`config.mk`:
```
export PLATFORM = sky130hd
export DESIGN_NAME = cpu_register_file_stack_wake
export DESIGN_NICKNAME = d
export VERILOG_FILES = /design/src/cpu_regs_pkg.sv /design/src/cpu_register_file_stack_wake.sv /design/src/wake_wait_timer.sv
export VERILOG_INCLUDE_DIRS = /design/src
export SDC_FILE = /design/constraint.sdc
export NUM_CORES = 1
export LEC_CHECK = 0
export BUFFER_PORTS_ARGS = -buffer_cell sky130_fd_sc_hd__buf_4
export CAP_MARGIN = 10
export CORE_MARGIN = 1
export CORE_UTILIZATION = 30
export CTS_CLUSTER_DIAMETER = 60
export DETAILED_ROUTE_END_ITERATION = 10
export GPL_ROUTABILITY_DRIVEN = 0
export SLEW_MARGIN = 0
export SYNTH_ARGS = -nofsm -noshare
export SYNTH_HDL_FRONTEND = slang
export SYNTH_SLANG_ARGS = --single-unit
```
`constraint.sdc`:
```
create_clock -name clk -period 3 [get_ports clk]
set_input_delay 0.15 -clock clk [delete_from_list [all_inputs] [get_ports clk]]
set_output_delay 0.15 -clock clk [all_outputs]
set_load 0.01 [all_outputs]
```
`src/cpu_regs_consts.svh`:
```
// Constants for the CPU register file, stack and wake logic
`ifndef CPU_REGS_CONSTS_SVH
`define CPU_REGS_CONSTS_SVH
`define REG_COUNT        8
`define REG_IDX_W        3
`define STACK_REG_IDX    3'h7
`define WORD_STEP        16'h0002
`define PC_RESET         16'h0000
`define SP_RESET         16'h0000
`define FLAGS_RESET      8'h00
`define FLAGS_IMASK_BIT  7
`define WAIT_SEL_RESET   3'h0
`define WAIT_CNT_W       18
`define WAIT_MIN_STATES  18'h00008
`define WAIT_SEL_0       18'h02000
`define WAIT_SEL_1       18'h04000
`define WAIT_SEL_2       18'h00400
`define WAIT_SEL_3       18'h00800
`define WAIT_SEL_4       18'h01000
`define WAIT_SEL_5       18'h00002
`define WAIT_SEL_6       18'h00008
`define WAIT_SEL_7       18'h00010
`define WAIT_EXT_2       18'h08000
`define WAIT_EXT_3       18'h10000
`define WAIT_EXT_4       18'h20000
`endif

```
`src/cpu_regs_pkg.sv`:
```
// Types for the CPU register file block
package cpu_regs_pkg;
  typedef enum logic [1:0] {
    XFER_NONE = 2'b00,
    XFER_BYTE = 2'b01,
    XFER_WORD = 2'b10
  } xfer_size_t;
  typedef enum logic [1:0] {
    STK_NONE = 2'b00,
    STK_PUSH = 2'b01,
    STK_POP  = 2'b10
  } stack_op_t;
  typedef enum logic [1:0] {
    WK_RUN    = 2'b00,
    WK_HALT   = 2'b01,
    WK_SETTLE = 2'b10,
    WK_WAIT   = 2'b11
  } wake_state_t;
endpackage : cpu_regs_pkg

```
`src/cpu_register_file_stack_wake.sv`:
```
// CPU general registers, program counter, flags, stack transfers and wake wait
`timescale 1ns/100ps
`include "cpu_regs_consts.svh"
module cpu_register_file_stack_wake
  import cpu_regs_pkg::*;
(
  input  wire logic        clk,
  input  wire logic        rst,
  input  wire logic        clkEn,
  // Register write port
  input  wire xfer_size_t  wrSize,
  input  wire logic [2:0]  wrIdx,
  input  wire logic        wrHigh,
  input  wire logic [15:0] wrData,
  // Register read port
  input  wire logic [2:0]  rdIdx,
  input  wire logic        rdHigh,
  output logic [15:0]      rdWord,
  output logic [7:0]       rdByte,
  // Address from a pointer register
  input  wire logic [2:0]  ptrIdx,
  output logic [15:0]      ptrAddr,
  // Short absolute addressing request
  input  wire logic        shortAbsReq,
  input  wire xfer_size_t  shortAbsSize,
  output logic             shortAbsIllegal,
  // Stack transfers
  input  wire stack_op_t   stackOp,
  input  wire logic [2:0]  stackIdx,
  input  wire logic [15:0] stackRdData,
  output logic [15:0]      stackAddr,
  output logic [15:0]      stackWrData,
  output logic             stackWrEn,
  // Program counter and flags
  input  wire logic        pcLoad,
  input  wire logic [15:0] pcLoadVal,
  input  wire logic        pcStep,
  output logic [15:0]      fetchAddr,
  input  wire logic        flagsWr,
  input  wire logic [7:0]  flagsWrData,
  output logic [7:0]       conditionFlags,
  input  wire logic        firstInsnDone,
  output logic             irqMasked,
  // Halt and wake
  input  wire logic        haltReq,
  input  wire logic        wakeIrq,
  input  wire logic        oscStable,
  input  wire logic [2:0]  standbyWaitSelect,
  input  wire logic        extendedWait,
  output logic             coreRun
);
  logic [15:0] gpr_q [`REG_COUNT];
  logic [15:0] pc_q;
  logic [7:0]  flags_q;
  logic        resetMask_q;
  logic [15:0] spWord, spDec, spInc;
  logic        pushGo, popGo;

  // Byte-lane merge shared by plain writes and stack pops
  function automatic logic [15:0] mergeWrite(input logic [15:0] old, input xfer_size_t sz,
                                             input logic hi, input logic [15:0] d);
    logic [15:0] r;
    r = old;
    if (sz == XFER_WORD) r = d;
    else if (sz == XFER_BYTE && hi) r = {d[7:0], old[7:0]};
    else if (sz == XFER_BYTE) r = {old[15:8], d[7:0]};
    return r;
  endfunction : mergeWrite

  assign spWord = gpr_q[`STACK_REG_IDX];
  assign spDec  = spWord - `WORD_STEP;
  assign spInc  = spWord + `WORD_STEP;
  assign pushGo = coreRun && (stackOp == STK_PUSH);
  assign popGo  = coreRun && (stackOp == STK_POP);

  // Push puts the decremented pointer on the bus; pop reads the current top
  assign stackAddr   = pushGo ? spDec : spWord;
  assign stackWrData = gpr_q[stackIdx];
  assign stackWrEn   = pushGo;

  assign rdWord = gpr_q[rdIdx];
  assign rdByte = rdHigh ? gpr_q[rdIdx][15:8] : gpr_q[rdIdx][7:0];
  assign ptrAddr = gpr_q[ptrIdx];
  assign shortAbsIllegal = shortAbsReq && (shortAbsSize == XFER_WORD);

  genvar g;
  generate
    for (g = 0; g < `REG_COUNT; g++) begin : gRegs
      logic [15:0] next;
      always_comb begin
        next = gpr_q[g];
        if (coreRun && !(shortAbsIllegal && wrIdx == `REG_IDX_W'(g)) && wrIdx == `REG_IDX_W'(g))
          next = mergeWrite(gpr_q[g], wrSize, wrHigh, wrData);
        if (g == `STACK_REG_IDX && pushGo) next = spDec;
        if (g == `STACK_REG_IDX && popGo) next = spInc;
        // Popping into the pointer itself keeps the loaded word, as a word transfer would
        if (popGo && stackIdx == `REG_IDX_W'(g))
          next = mergeWrite(gpr_q[g], XFER_WORD, 1'b0, stackRdData);
      end
      always_ff @(posedge clk) begin
        if (rst) gpr_q[g] <= (g == `STACK_REG_IDX) ? `SP_RESET : 16'h0000;
        else if (clkEn) gpr_q[g] <= next;
      end
    end
  endgenerate

  always_ff @(posedge clk) begin
    if (rst) begin
      pc_q        <= `PC_RESET;
      flags_q     <= `FLAGS_RESET;
      resetMask_q <= 1'b1;
    end else if (clkEn) begin
      if (pcLoad) pc_q <= {pcLoadVal[15:1], 1'b0};
      else if (pcStep && coreRun) pc_q <= pc_q + `WORD_STEP;
      if (flagsWr && coreRun) flags_q <= flagsWrData;
      if (firstInsnDone && coreRun) resetMask_q <= 1'b0;
    end
  end

  assign fetchAddr      = {pc_q[15:1], 1'b0};
  assign conditionFlags = flags_q;
  assign irqMasked      = resetMask_q || flags_q[`FLAGS_IMASK_BIT];

  wake_wait_timer uWake (
    .clk               (clk),
    .rst               (rst),
    .clkEn             (clkEn),
    .haltReq           (haltReq),
    .wakeIrq           (wakeIrq),
    .oscStable         (oscStable),
    .standbyWaitSelect (standbyWaitSelect),
    .extendedWait      (extendedWait),
    .coreRun           (coreRun)
  );
endmodule : cpu_register_file_stack_wake

```
`src/wake_wait_timer.sv`:
```
// Wake-up timer: oscillator settle time then selectable state wait
`timescale 1ns/100ps
`include "cpu_regs_consts.svh"
module wake_wait_timer
  import cpu_regs_pkg::*;
(
  input  wire logic       clk,
  input  wire logic       rst,
  input  wire logic       clkEn,
  input  wire logic       haltReq,
  input  wire logic       wakeIrq,
  input  wire logic       oscStable,
  input  wire logic [2:0] standbyWaitSelect,
  input  wire logic       extendedWait,
  output logic            coreRun
);
  wake_state_t                  state_q, state_d;
  logic [`WAIT_CNT_W-1:0]       cnt_q, cnt_d;
  logic [`WAIT_CNT_W-1:0]       waitLen;
  logic [`WAIT_CNT_W-1:0]       waitSafe;

  // Long variant table for codes 2..4 when extendedWait is strapped
  always_comb begin
    unique case (standbyWaitSelect)
      3'h0: waitLen = `WAIT_SEL_0;
      3'h1: waitLen = `WAIT_SEL_1;
      3'h2: waitLen = extendedWait ? `WAIT_EXT_2 : `WAIT_SEL_2;
      3'h3: waitLen = extendedWait ? `WAIT_EXT_3 : `WAIT_SEL_3;
      3'h4: waitLen = extendedWait ? `WAIT_EXT_4 : `WAIT_SEL_4;
      3'h5: waitLen = `WAIT_SEL_5;
      3'h6: waitLen = `WAIT_SEL_6;
      3'h7: waitLen = `WAIT_SEL_7;
    endcase
  end
  // External clock code (2 states) is lifted to the 8-state floor after a halt
  assign waitSafe = (waitLen < `WAIT_MIN_STATES) ? `WAIT_MIN_STATES : waitLen;

  always_comb begin
    state_d = state_q;
    cnt_d   = cnt_q;
    unique case (state_q)
      WK_RUN:    if (haltReq) state_d = WK_HALT;
      WK_HALT:   if (wakeIrq) state_d = WK_SETTLE;
      WK_SETTLE: if (oscStable) begin
        state_d = WK_WAIT;
        cnt_d   = waitSafe - `WAIT_CNT_W'(1);
      end
      WK_WAIT: begin
        if (cnt_q == '0) state_d = WK_RUN;
        else cnt_d = cnt_q - `WAIT_CNT_W'(1);
      end
    endcase
  end

  always_ff @(posedge clk) begin
    if (rst) begin
      state_q <= WK_RUN;
      cnt_q   <= '0;
    end else if (clkEn) begin
      state_q <= state_d;
      cnt_q   <= cnt_d;
    end
  end

  assign coreRun = (state_q == WK_RUN);
endmodule : wake_wait_timer
```
# Word level (Yosys, flattened, before mapping)
# Memories as Yosys holds them, arrays and structs flattened.
# Index checks and enable logic that the tools add are counted.
# op_classes
add_sub_neg,5
order_cmp,1
eq_ne,74
muxes,80
n_bitwise,16
n_reduce_logical,76
# op_table
operator,count
2-to-1 mux 16 bit,38
2-to-1 mux 8 bit,25
one-hot mux 18 bit (8 select lines),1
2-to-1 mux 18 bit,4
!= test 4 bit (second input constant),16
logical AND 1 bit,39
== test 3 bit (second input constant),12
!= test 2 bit (second input constant),18
one-hot mux 18 bit (2 select lines),1
AND reduction 4 bit,9
subtractor 18 x 1 -> 18 bit (second input constant),2
!= test 5 bit (second input constant),7
adder 16 x 2 -> 16 bit (second input constant),2
AND reduction 3 bit,8
== test 3 x 2 -> 1 bit (second input constant),6
logical NOT 18 bit,1
< comparator 18 x 4 -> 1 bit (second input constant),1
2-to-1 mux 17 bit,1
bitwise OR 1 bit,16
subtractor 16 x 2 -> 16 bit (second input constant),1
!= test 6 bit (second input constant),2
== test 2 bit (second input constant),5
== test 3 x 1 -> 1 bit (second input constant),3
logical NOT 3 bit,3
12 further kinds,31
# word_totals
regBits,45
ram_bits,128
inputBits,91
out_inout_bits,100
wordCells,258
mem_count,1
# memory_table
name,depth,word_bits,read_ports,rd_ports_with_merged_regs,wr,line,text
gpr_q,8,16,4,0,8,cpu_register_file_stack_wake.sv:52,logic [15:0] gpr_q [`REG_COUNT];

# Logic depth before layout (Yosys ltp)
# Gate-level depths: netlist of run 1.
# logic_depth
word_depth,11
ltp_mapped,13
ltp_nobuf,8

# Cells and area by module
# A second synthesis of run 1 with hierarchy kept.
# hier_totals
hier_cells,1314
area_unflattened_um2,13041.3
# modules_own_cells
module,n_inst,cells_each,area_each_um2,seq_area_each_um2
cpu_register_file_stack_wake,1,1108,11443.5,4324.1
wake_wait_timer,1,206,1597.8,400.4

# Worst setup path after synthesis of run 1
# No wires, ideal clock.
# synth_path
path_kind,register -> register
from,reg uWake.state_q[0]
to,reg uWake.cnt_q[16]
setup_time_ns,0.093
arrival_ns,2.758
required_time_ns,2.907
setup_slack_ns,0.149
path_stages_with_launch,14
path_buffers,5
period_less_slack_ns,2.851
cell_sequence,dfxtp_1 ha_1 buf_2 buf_2 buf_1 clkbuf_1 buf_2 nand2_1 ha_1 a21boi_0 o211ai_1 nor4_4 a2111o_1 o311ai_2
# synth_via
elab_chain_len,3
elab_cells_between_ends,7
cone_classes,eq/ne: 4; mux: 1; reduce/logical: 2
# synth_rtl
element,line,text
"start, declared",wake_wait_timer.sv:17,"wake_state_t state_q, state_d;"
"start signal, assigned",wake_wait_timer.sv:60,state_q <= state_d;
== test 2 bit,wake_wait_timer.sv:41,unique case (state_q)
!= test 2 bit (no source line) or nonzero test 2 bit (tied branches),-,
AND reduction 4 bit (no source line),-,
"end signal, assigned",wake_wait_timer.sv:61,cnt_q <= cnt_d;
"end, declared",wake_wait_timer.sv:18,"logic [`WAIT_CNT_W-1:0] cnt_q, cnt_d;"
# Parallel ways exist; a longest one is shown, timed or not.
# A chain may end at the register's enable or synchronous reset.

==> results of run 1 <==
## placed cells by master (no fill, tap or decap), types with 8 or more instances in the layout
cell type	netlist	final
a211oi_1	70	70
a21o_1	8	8
a21oi_1	88	88
a22oi_1	13	13
a31oi_1	9	9
and3_1	10	10
buf_4	5	252
clkbuf_16	0	17
dfxtp_1	44	44
dlygate4sd3_1	0	9
edfxtp_1	128	128
inv_1	15	14
mux2_2	58	58
mux2i_1	11	11
mux4_2	96	96
nand2_1	195	195
nand3_1	33	33
nor2_1	116	116
nor2b_1	17	17
nor3_1	26	25
nor4_1	12	12
o21ai_0	47	47
o21ai_1	8	8
or3_1	9	9
xnor2_1	19	19
xor2_1	16	16
## where the power goes
| part | switching, W | internal (W) |
|---|---|---|
| Clock | 0.00117 | 0.00113 |
| Sequential | 0.000120 | 0.00267 |
| Combinational | 0.000928 | 0.000780 |
| Total | 0.00222 | 0.00458 |
## state kept, by name, summed over array words and instances, names as in the netlist
name            flops
uWake.cnt_q        18
pc_q               15
resetMask_q         1
conditionFlags      8
gpr_q             128
uWake.state_q       2
## worst paths after layout
kind	startpoint	end	slack (ns)	cells past startpoint
setup / recovery	gpr_q[7][1]$_SDFFCE_PN0P_	stackAddr[13]	0.18	8
hold / removal	pcLoadVal[1]	pc_q[1]$_SDFFE_PP0P_	0.03	3
setup reg to reg	uWake.state_q[0]$_SDFFE_PP0P_	gpr_q[6][1]$_SDFFCE_PN0P_	0.33	9
hold reg to reg	resetMask_q$_SDFFE_PP1P_	resetMask_q$_SDFFE_PP1P_	0.47	2
## repair_timing
action	in CTS	in global routing
gates resized for setup	2	2
setup endpoints to repair	5	11
hold buffers	9	0
pin swaps	0	1
hold endpoints to repair	9	0
## kinds of logic (layout without fill, tap and decap cells)
family	count (synthesis)	count (layout)	share of synthesized area
AOI/OAI and AO/OA	307	307	0.155
xor gates and xnor gates	35	35	0.0237
adders and majority gates	8	8	0.00774
buffers and inverters	149	310	0.0475
DFF	172	172	0.366
muxes	165	165	0.226
other	1	3	0.000290
and+or+nand+nor	477	477	0.174
## worst max-delay path: stages, from the launching register on
cell,delay (ns)
edfxtp_1,0.39
inv_1,0.11
ha_1,0.21
or3b_2,0.57
nor3_4,0.27
nand2_1,0.15
nor2_1,0.15
xor2_1,0.21
buf_4,0.16
## layer usage
metal  GRT usage  part of all wire  vias up
li1            -                 -     5297
met1       0.261              0.39     5662
met2       0.356              0.48      560
met3      0.0404             0.085      107
met4      0.0866             0.039        0
met5           0                 0        -
## area by class of cell
class | count | area (µm²) | share of cell area
multi-input combinational | 993 | 7600 | 0.485
tap | 539 | 674 | 0.0430
clock buffer | 17 | 425 | 0.0271
timing repair buffer | 263 | 2020 | 0.129
inverter | 15 | 60.1 | 0.00383
clock inverter | 15 | 169 | 0.0108
sequential | 172 | 4720 | 0.301
antenna | 2 | 5.00 | 0.000319
## stage by stage
| stage | hold WS [ns] | std cells |
|---|---|---|
| 2_1_floorplan | 0.294 | 1314 |
| 3_3_place_gp | 0.379 | 1973 |
| 3_5_place_dp | 0.388 | 1973 |
| 4_1_cts | 0.000835 | 2014 |
| 5_1_grt | 0.0316 | 2014 |
| 6_report | 0.0294 | 2016 |
==> impl_metrics.toml, run 1 <==
[status]
status = "complete, no violations"

[worst_setup_path]
worst-endpoint-arrival_ns = 2.67
crit_path_end_kind = "output pin"
path_max_fanout = 6
crit_type = "reg2out"
critPathRequiredTime_ns = 2.85
start_kind = "register"

[power]
power_density_nw_per_um2 = 434
p_total_w = 0.00680
irDropWorstVdd_v = 0.000411
leakage_nw = 5.84

[synth]
synth_cell_types = 76
seq_area_frac_synth = 0.366
ys_ff_latch = 172
syn_inst = 1314
synthesis.area_um2 = 12900
synth_edf_count = 128
synthTopCellsByArea = "edfxtp_1 30%, mux4_2 17%, dfxtp_1 6.8%"
synth_area_leader_cell = "edfxtp_1"
ys.flop_type = "edfxtp_1"
synth_common_cells = "195 x nand2_1, 128 x edfxtp_1, 116 x nor2_1"
avgSynthCellArea_um2 = 9.84
async_reset_ff_frac = 0
yosysWarnings = 0
synth_most_common_cell = "nand2_1"
syn_nets = 1413
synthDominantCellAreaShare = 0.297

[final_layout]
nets = 1561
layout-drive-gt1-share = 0.313
synthToLayoutAreaGrowth_pct = 21.3
design_area_um2 = 15700
postLayoutCoreUtil = 0.371
nFillCells = 4216

[clock_tree]
path_clk_slew_ns = 0.08
clk_latency_ns = 0.45
cts.htree.levels = 4
cts_setup_buffers = 0
ctsLongestPathBuffers = 2
cts_tree = "built"
cts-root-buf = "clkbuf_16"
cts_made_buffers = 17
clock_sinks = 172

[floorplan]
dieArea_um2 = 43900
rows = 75
start_util = 0.306
fp.dieH_um = 210
ios = 191
die_w_um = 210
core_area_um2 = 42200

[timing]
max_freq_mhz = 355
slew_violations = 0
finalSetupViolCount = 0
hold_viol_final = 0
period_share = 0.939
finalClockSkew_ns = 0.0131
fin_crit_ns = 2.82
tightest_slew_ns = 1.10
rsz0062_at_grt = "false"
slew_headroom = 0.266
finalSetupTns_ns = 0
setup_ws_ns = 0.183

[detailed_routing]
drt_pass1_iterations = 7
routedWlPerCell_um = 22.5
drcViolationCount = 0
vias = 11600
ant_nets = 0
vias_per_cell = 5.77
routed_wl_mm = 45.4
drt_iter0_drc = 971

[grt]
grt_max_degree = 33
grt_overflow = 0
grt_pass1_vias = 11500
antenna_found_initial = 2
grt_pass1_wl_mm = 69.6
grtUsageTotal = 0.210

[placement]
placed_cell_area_um2 = 15000
post-place-ws_ns = 0.242
numPortBuffers = 188
dp_hpwl_mm = 33.8

[job]
drv_cap = 0

[worst_hold_path]
hold_class = "in2reg"
Note: power is estimated with default switching activity, not from simulation.
==> run 2, diff against run 1 <==
--- a/config.mk
+++ b/config.mk
@@ -13,6 +13,7 @@
 export CTS_CLUSTER_DIAMETER = 60
 export DETAILED_ROUTE_END_ITERATION = 10
 export GPL_ROUTABILITY_DRIVEN = 0
+export GPL_TIMING_DRIVEN = 0
 export SLEW_MARGIN = 0
 export SYNTH_ARGS = -nofsm -noshare
 export SYNTH_HDL_FRONTEND = slang
==> run 2 against run 1 <==
  * Sequential power hardly changed
  * Sequential share of layout area increased by 0.11 points
  * Clock skew is 0.0054 ns lower
  * Utilization fell by 0.13 points
  * Non-clock buffer count up 49
  * Setup slack worse by 0.086 ns
  * Count of clock-buffer cells in the layout increased by 1
  * Clock power decreased by 5%
  * Die area stayed put
  * Via count is 5.4% higher
  * Flip-flop and latch count unchanged
  * Critical endpoint is now stackAddr[15]
==> impl_metrics.toml, run 2 (same netlist as run 1, synthesis figures left out) <==
[detailed_routing]
drcViolationCount = 0
top_layer_used = "met5"
route.met2.wl_mm = 23.8
drt_pass1_iterations = 5
routed_wl_mm = 50.1
met3_length_mm = 5.01
ant_nets = 0
vias_per_cell = 5.94
routedWlPerCell_um = 24.3
m1WireLength_mm = 18.8
vias = 12300
drt_iter0_drc = 1324

[power]
power.switching_w = 0.00210
p_comb_frac = 0.262
leakage_nw = 5.71
irDropWorstVdd_v = 0.000439
clock_power_share = 0.325
p_int_w = 0.00465
power_density_nw_per_um2 = 432
power_switching_share = 0.312
power_frac_seq = 0.413

[final_layout]
top_regs = "gpr_q: 128 flops, uWake.cnt_q: 18 flops, pc_q: 15 flops"
layout-drive-gt1-share = 0.278
top_register = "gpr_q"
nFillCells = 4250
postLayoutCoreUtil = 0.370
largest_reg_flops = 128
final_common_cell = "nand2_1"
synthToLayoutAreaGrowth_pct = 20.9
seq_area_um2 = 4720
mostFrequentLayoutCells = "187 x nand2_1, 179 x buf_4, 128 x edfxtp_1, 116 x nor2_1, 96 x mux4_2"
final_cell_count_no_fill = 2064
multi_input_area_um2 = 7670
nets = 1610

[floorplan]
core_area_um2 = 42200
ios = 191
fp.dieH_um = 210
dieArea_um2 = 43900
start_util = 0.306
die_w_um = 210
rows = 75

[grt]
grt_max_degree = 20
grt_pass1_vias = 12100
grt_pass1_wl_mm = 74.0
grtUsageTotal = 0.226
grt_overflow = 0
antenna_found_initial = 3

[timing]
period_share = 0.967
finalSetupViolCount = 0
rsz0062_at_grt = "false"
holdWs_ns = 0.0209
finalSetupTns_ns = 0
finalClockSkew_ns = 0.00771
hold_viol_final = 0
slew_headroom = 0.110
max_freq_mhz = 345
slew_violations = 0
tightest_slew_ns = 1.33
fin_crit_ns = 2.90

[worst_setup_path]
critPathRequiredTime_ns = 2.85
path_max_fanout = 8
crit_type = "reg2out"
worst-endpoint-arrival_ns = 2.75
start_kind = "register"
crit_path_end_kind = "output pin"

[clock_tree]
path_clk_slew_ns = 0.07
cts-root-buf = "clkbuf_16"
clk_latency_ns = 0.44
clock_sinks = 172
cts_made_buffers = 17
ctsLongestPathBuffers = 2
cts.htree.levels = 4
cts_tree = "built"

[worst_hold_path]
hold_class = "in2reg"

[placement]
numPortBuffers = 165
dp_hpwl_mm = 38.7
dp.cells = 2018

[status]
status = "complete, no violations"

[job]
drv_cap = 0
==> run 2: cell count changes in the layout (fill, tap and decap cells not counted), moves of 7 or more <==
| cell | previous run | this run |
|---|---|---|
| buf_1 | 0 | 25 |
| buf_2 | 0 | 13 |
| buf_4 | 252 | 179 |
| clkbuf_1 | 0 | 73 |
| clkbuf_2 | 0 | 13 |
| inv_8 | 7 | 0 |
| nand2_1 | 195 | 187 |
| nand2_2 | 0 | 7 |
==> run 2: critical path, stage by stage (launching register included) <==
cell and delay (ns):
edfxtp_1 0.36, clkbuf_1 0.27, or4_1 0.73, nor3_1 0.40, nand3_1 0.15, xnor2_1 0.23, buf_4 0.17
==> run 2: power by group through the flow <==
stage               registers, W  clock network, W  logic [W]
floorplan                0.00280                 0    0.00102
detailed placement       0.00284                 0    0.00171
global placement         0.00283                 0    0.00169
finish                   0.00279           0.00219    0.00177
CTS                      0.00278           0.00220    0.00174
global route             0.00280           0.00228    0.00188
==> run 2: layout make-up <==
type,instances,area share
flip-flops and latches,172,0.302
multi-input cells,993,0.491
diodes,2,0.000320
clock inverters,13,0.00809
clock buffers,18,0.0275
plain buffers,130,0.0352
repair buffers,182,0.0889
inverters,15,0.00360
well taps,539,0.0432
==> run 2: what timing repair did <==
action | 4_1_cts | 5_1_grt
buffers inserted | 5 | 3
pin swaps | 4 | 4
setup endpoints to repair | 114 | 152
endpoints found under the hold margin | 9 | 0
resized for setup | 15 | 14
hold buffers | 9 | 0
==> run 2: layer usage <==
layer | track usage | vias to the layer above
li1 | - | 5377
met1 | 0.274 | 5920
met2 | 0.374 | 813
met3 | 0.0522 | 140
met4 | 0.120 | 2
met5 | 0 | -
==> run 2: worst paths after layout <==
check                                     start                    endpoint  slack (ns)  depth (start not counted)
hold reg to reg        resetMask_q$_SDFFE_PP1P_    resetMask_q$_SDFFE_PP1P_        0.46                          2
setup / recovery     gpr_q[7][12]$_SDFFCE_PN0P_               stackAddr[15]         0.1                          6
hold / removal                     pcLoadVal[1]        pc_q[1]$_SDFFE_PP0P_        0.02                          3
setup reg to reg  uWake.state_q[0]$_SDFFE_PP0P_  gpr_q[2][14]$_SDFFCE_PN0P_        0.13                          8
==> run 2: through the flow <==
step	total power [W]	setup WS [ns]	area, µm²
floorplan	0.00382	0.149	12900
global placement	0.00452	-0.795	14800
detailed placement	0.00455	-0.865	14800
CTS	0.00672	-0.0805	15600
global route	0.00696	0.00485	15600
finish	0.00675	0.0978	15600
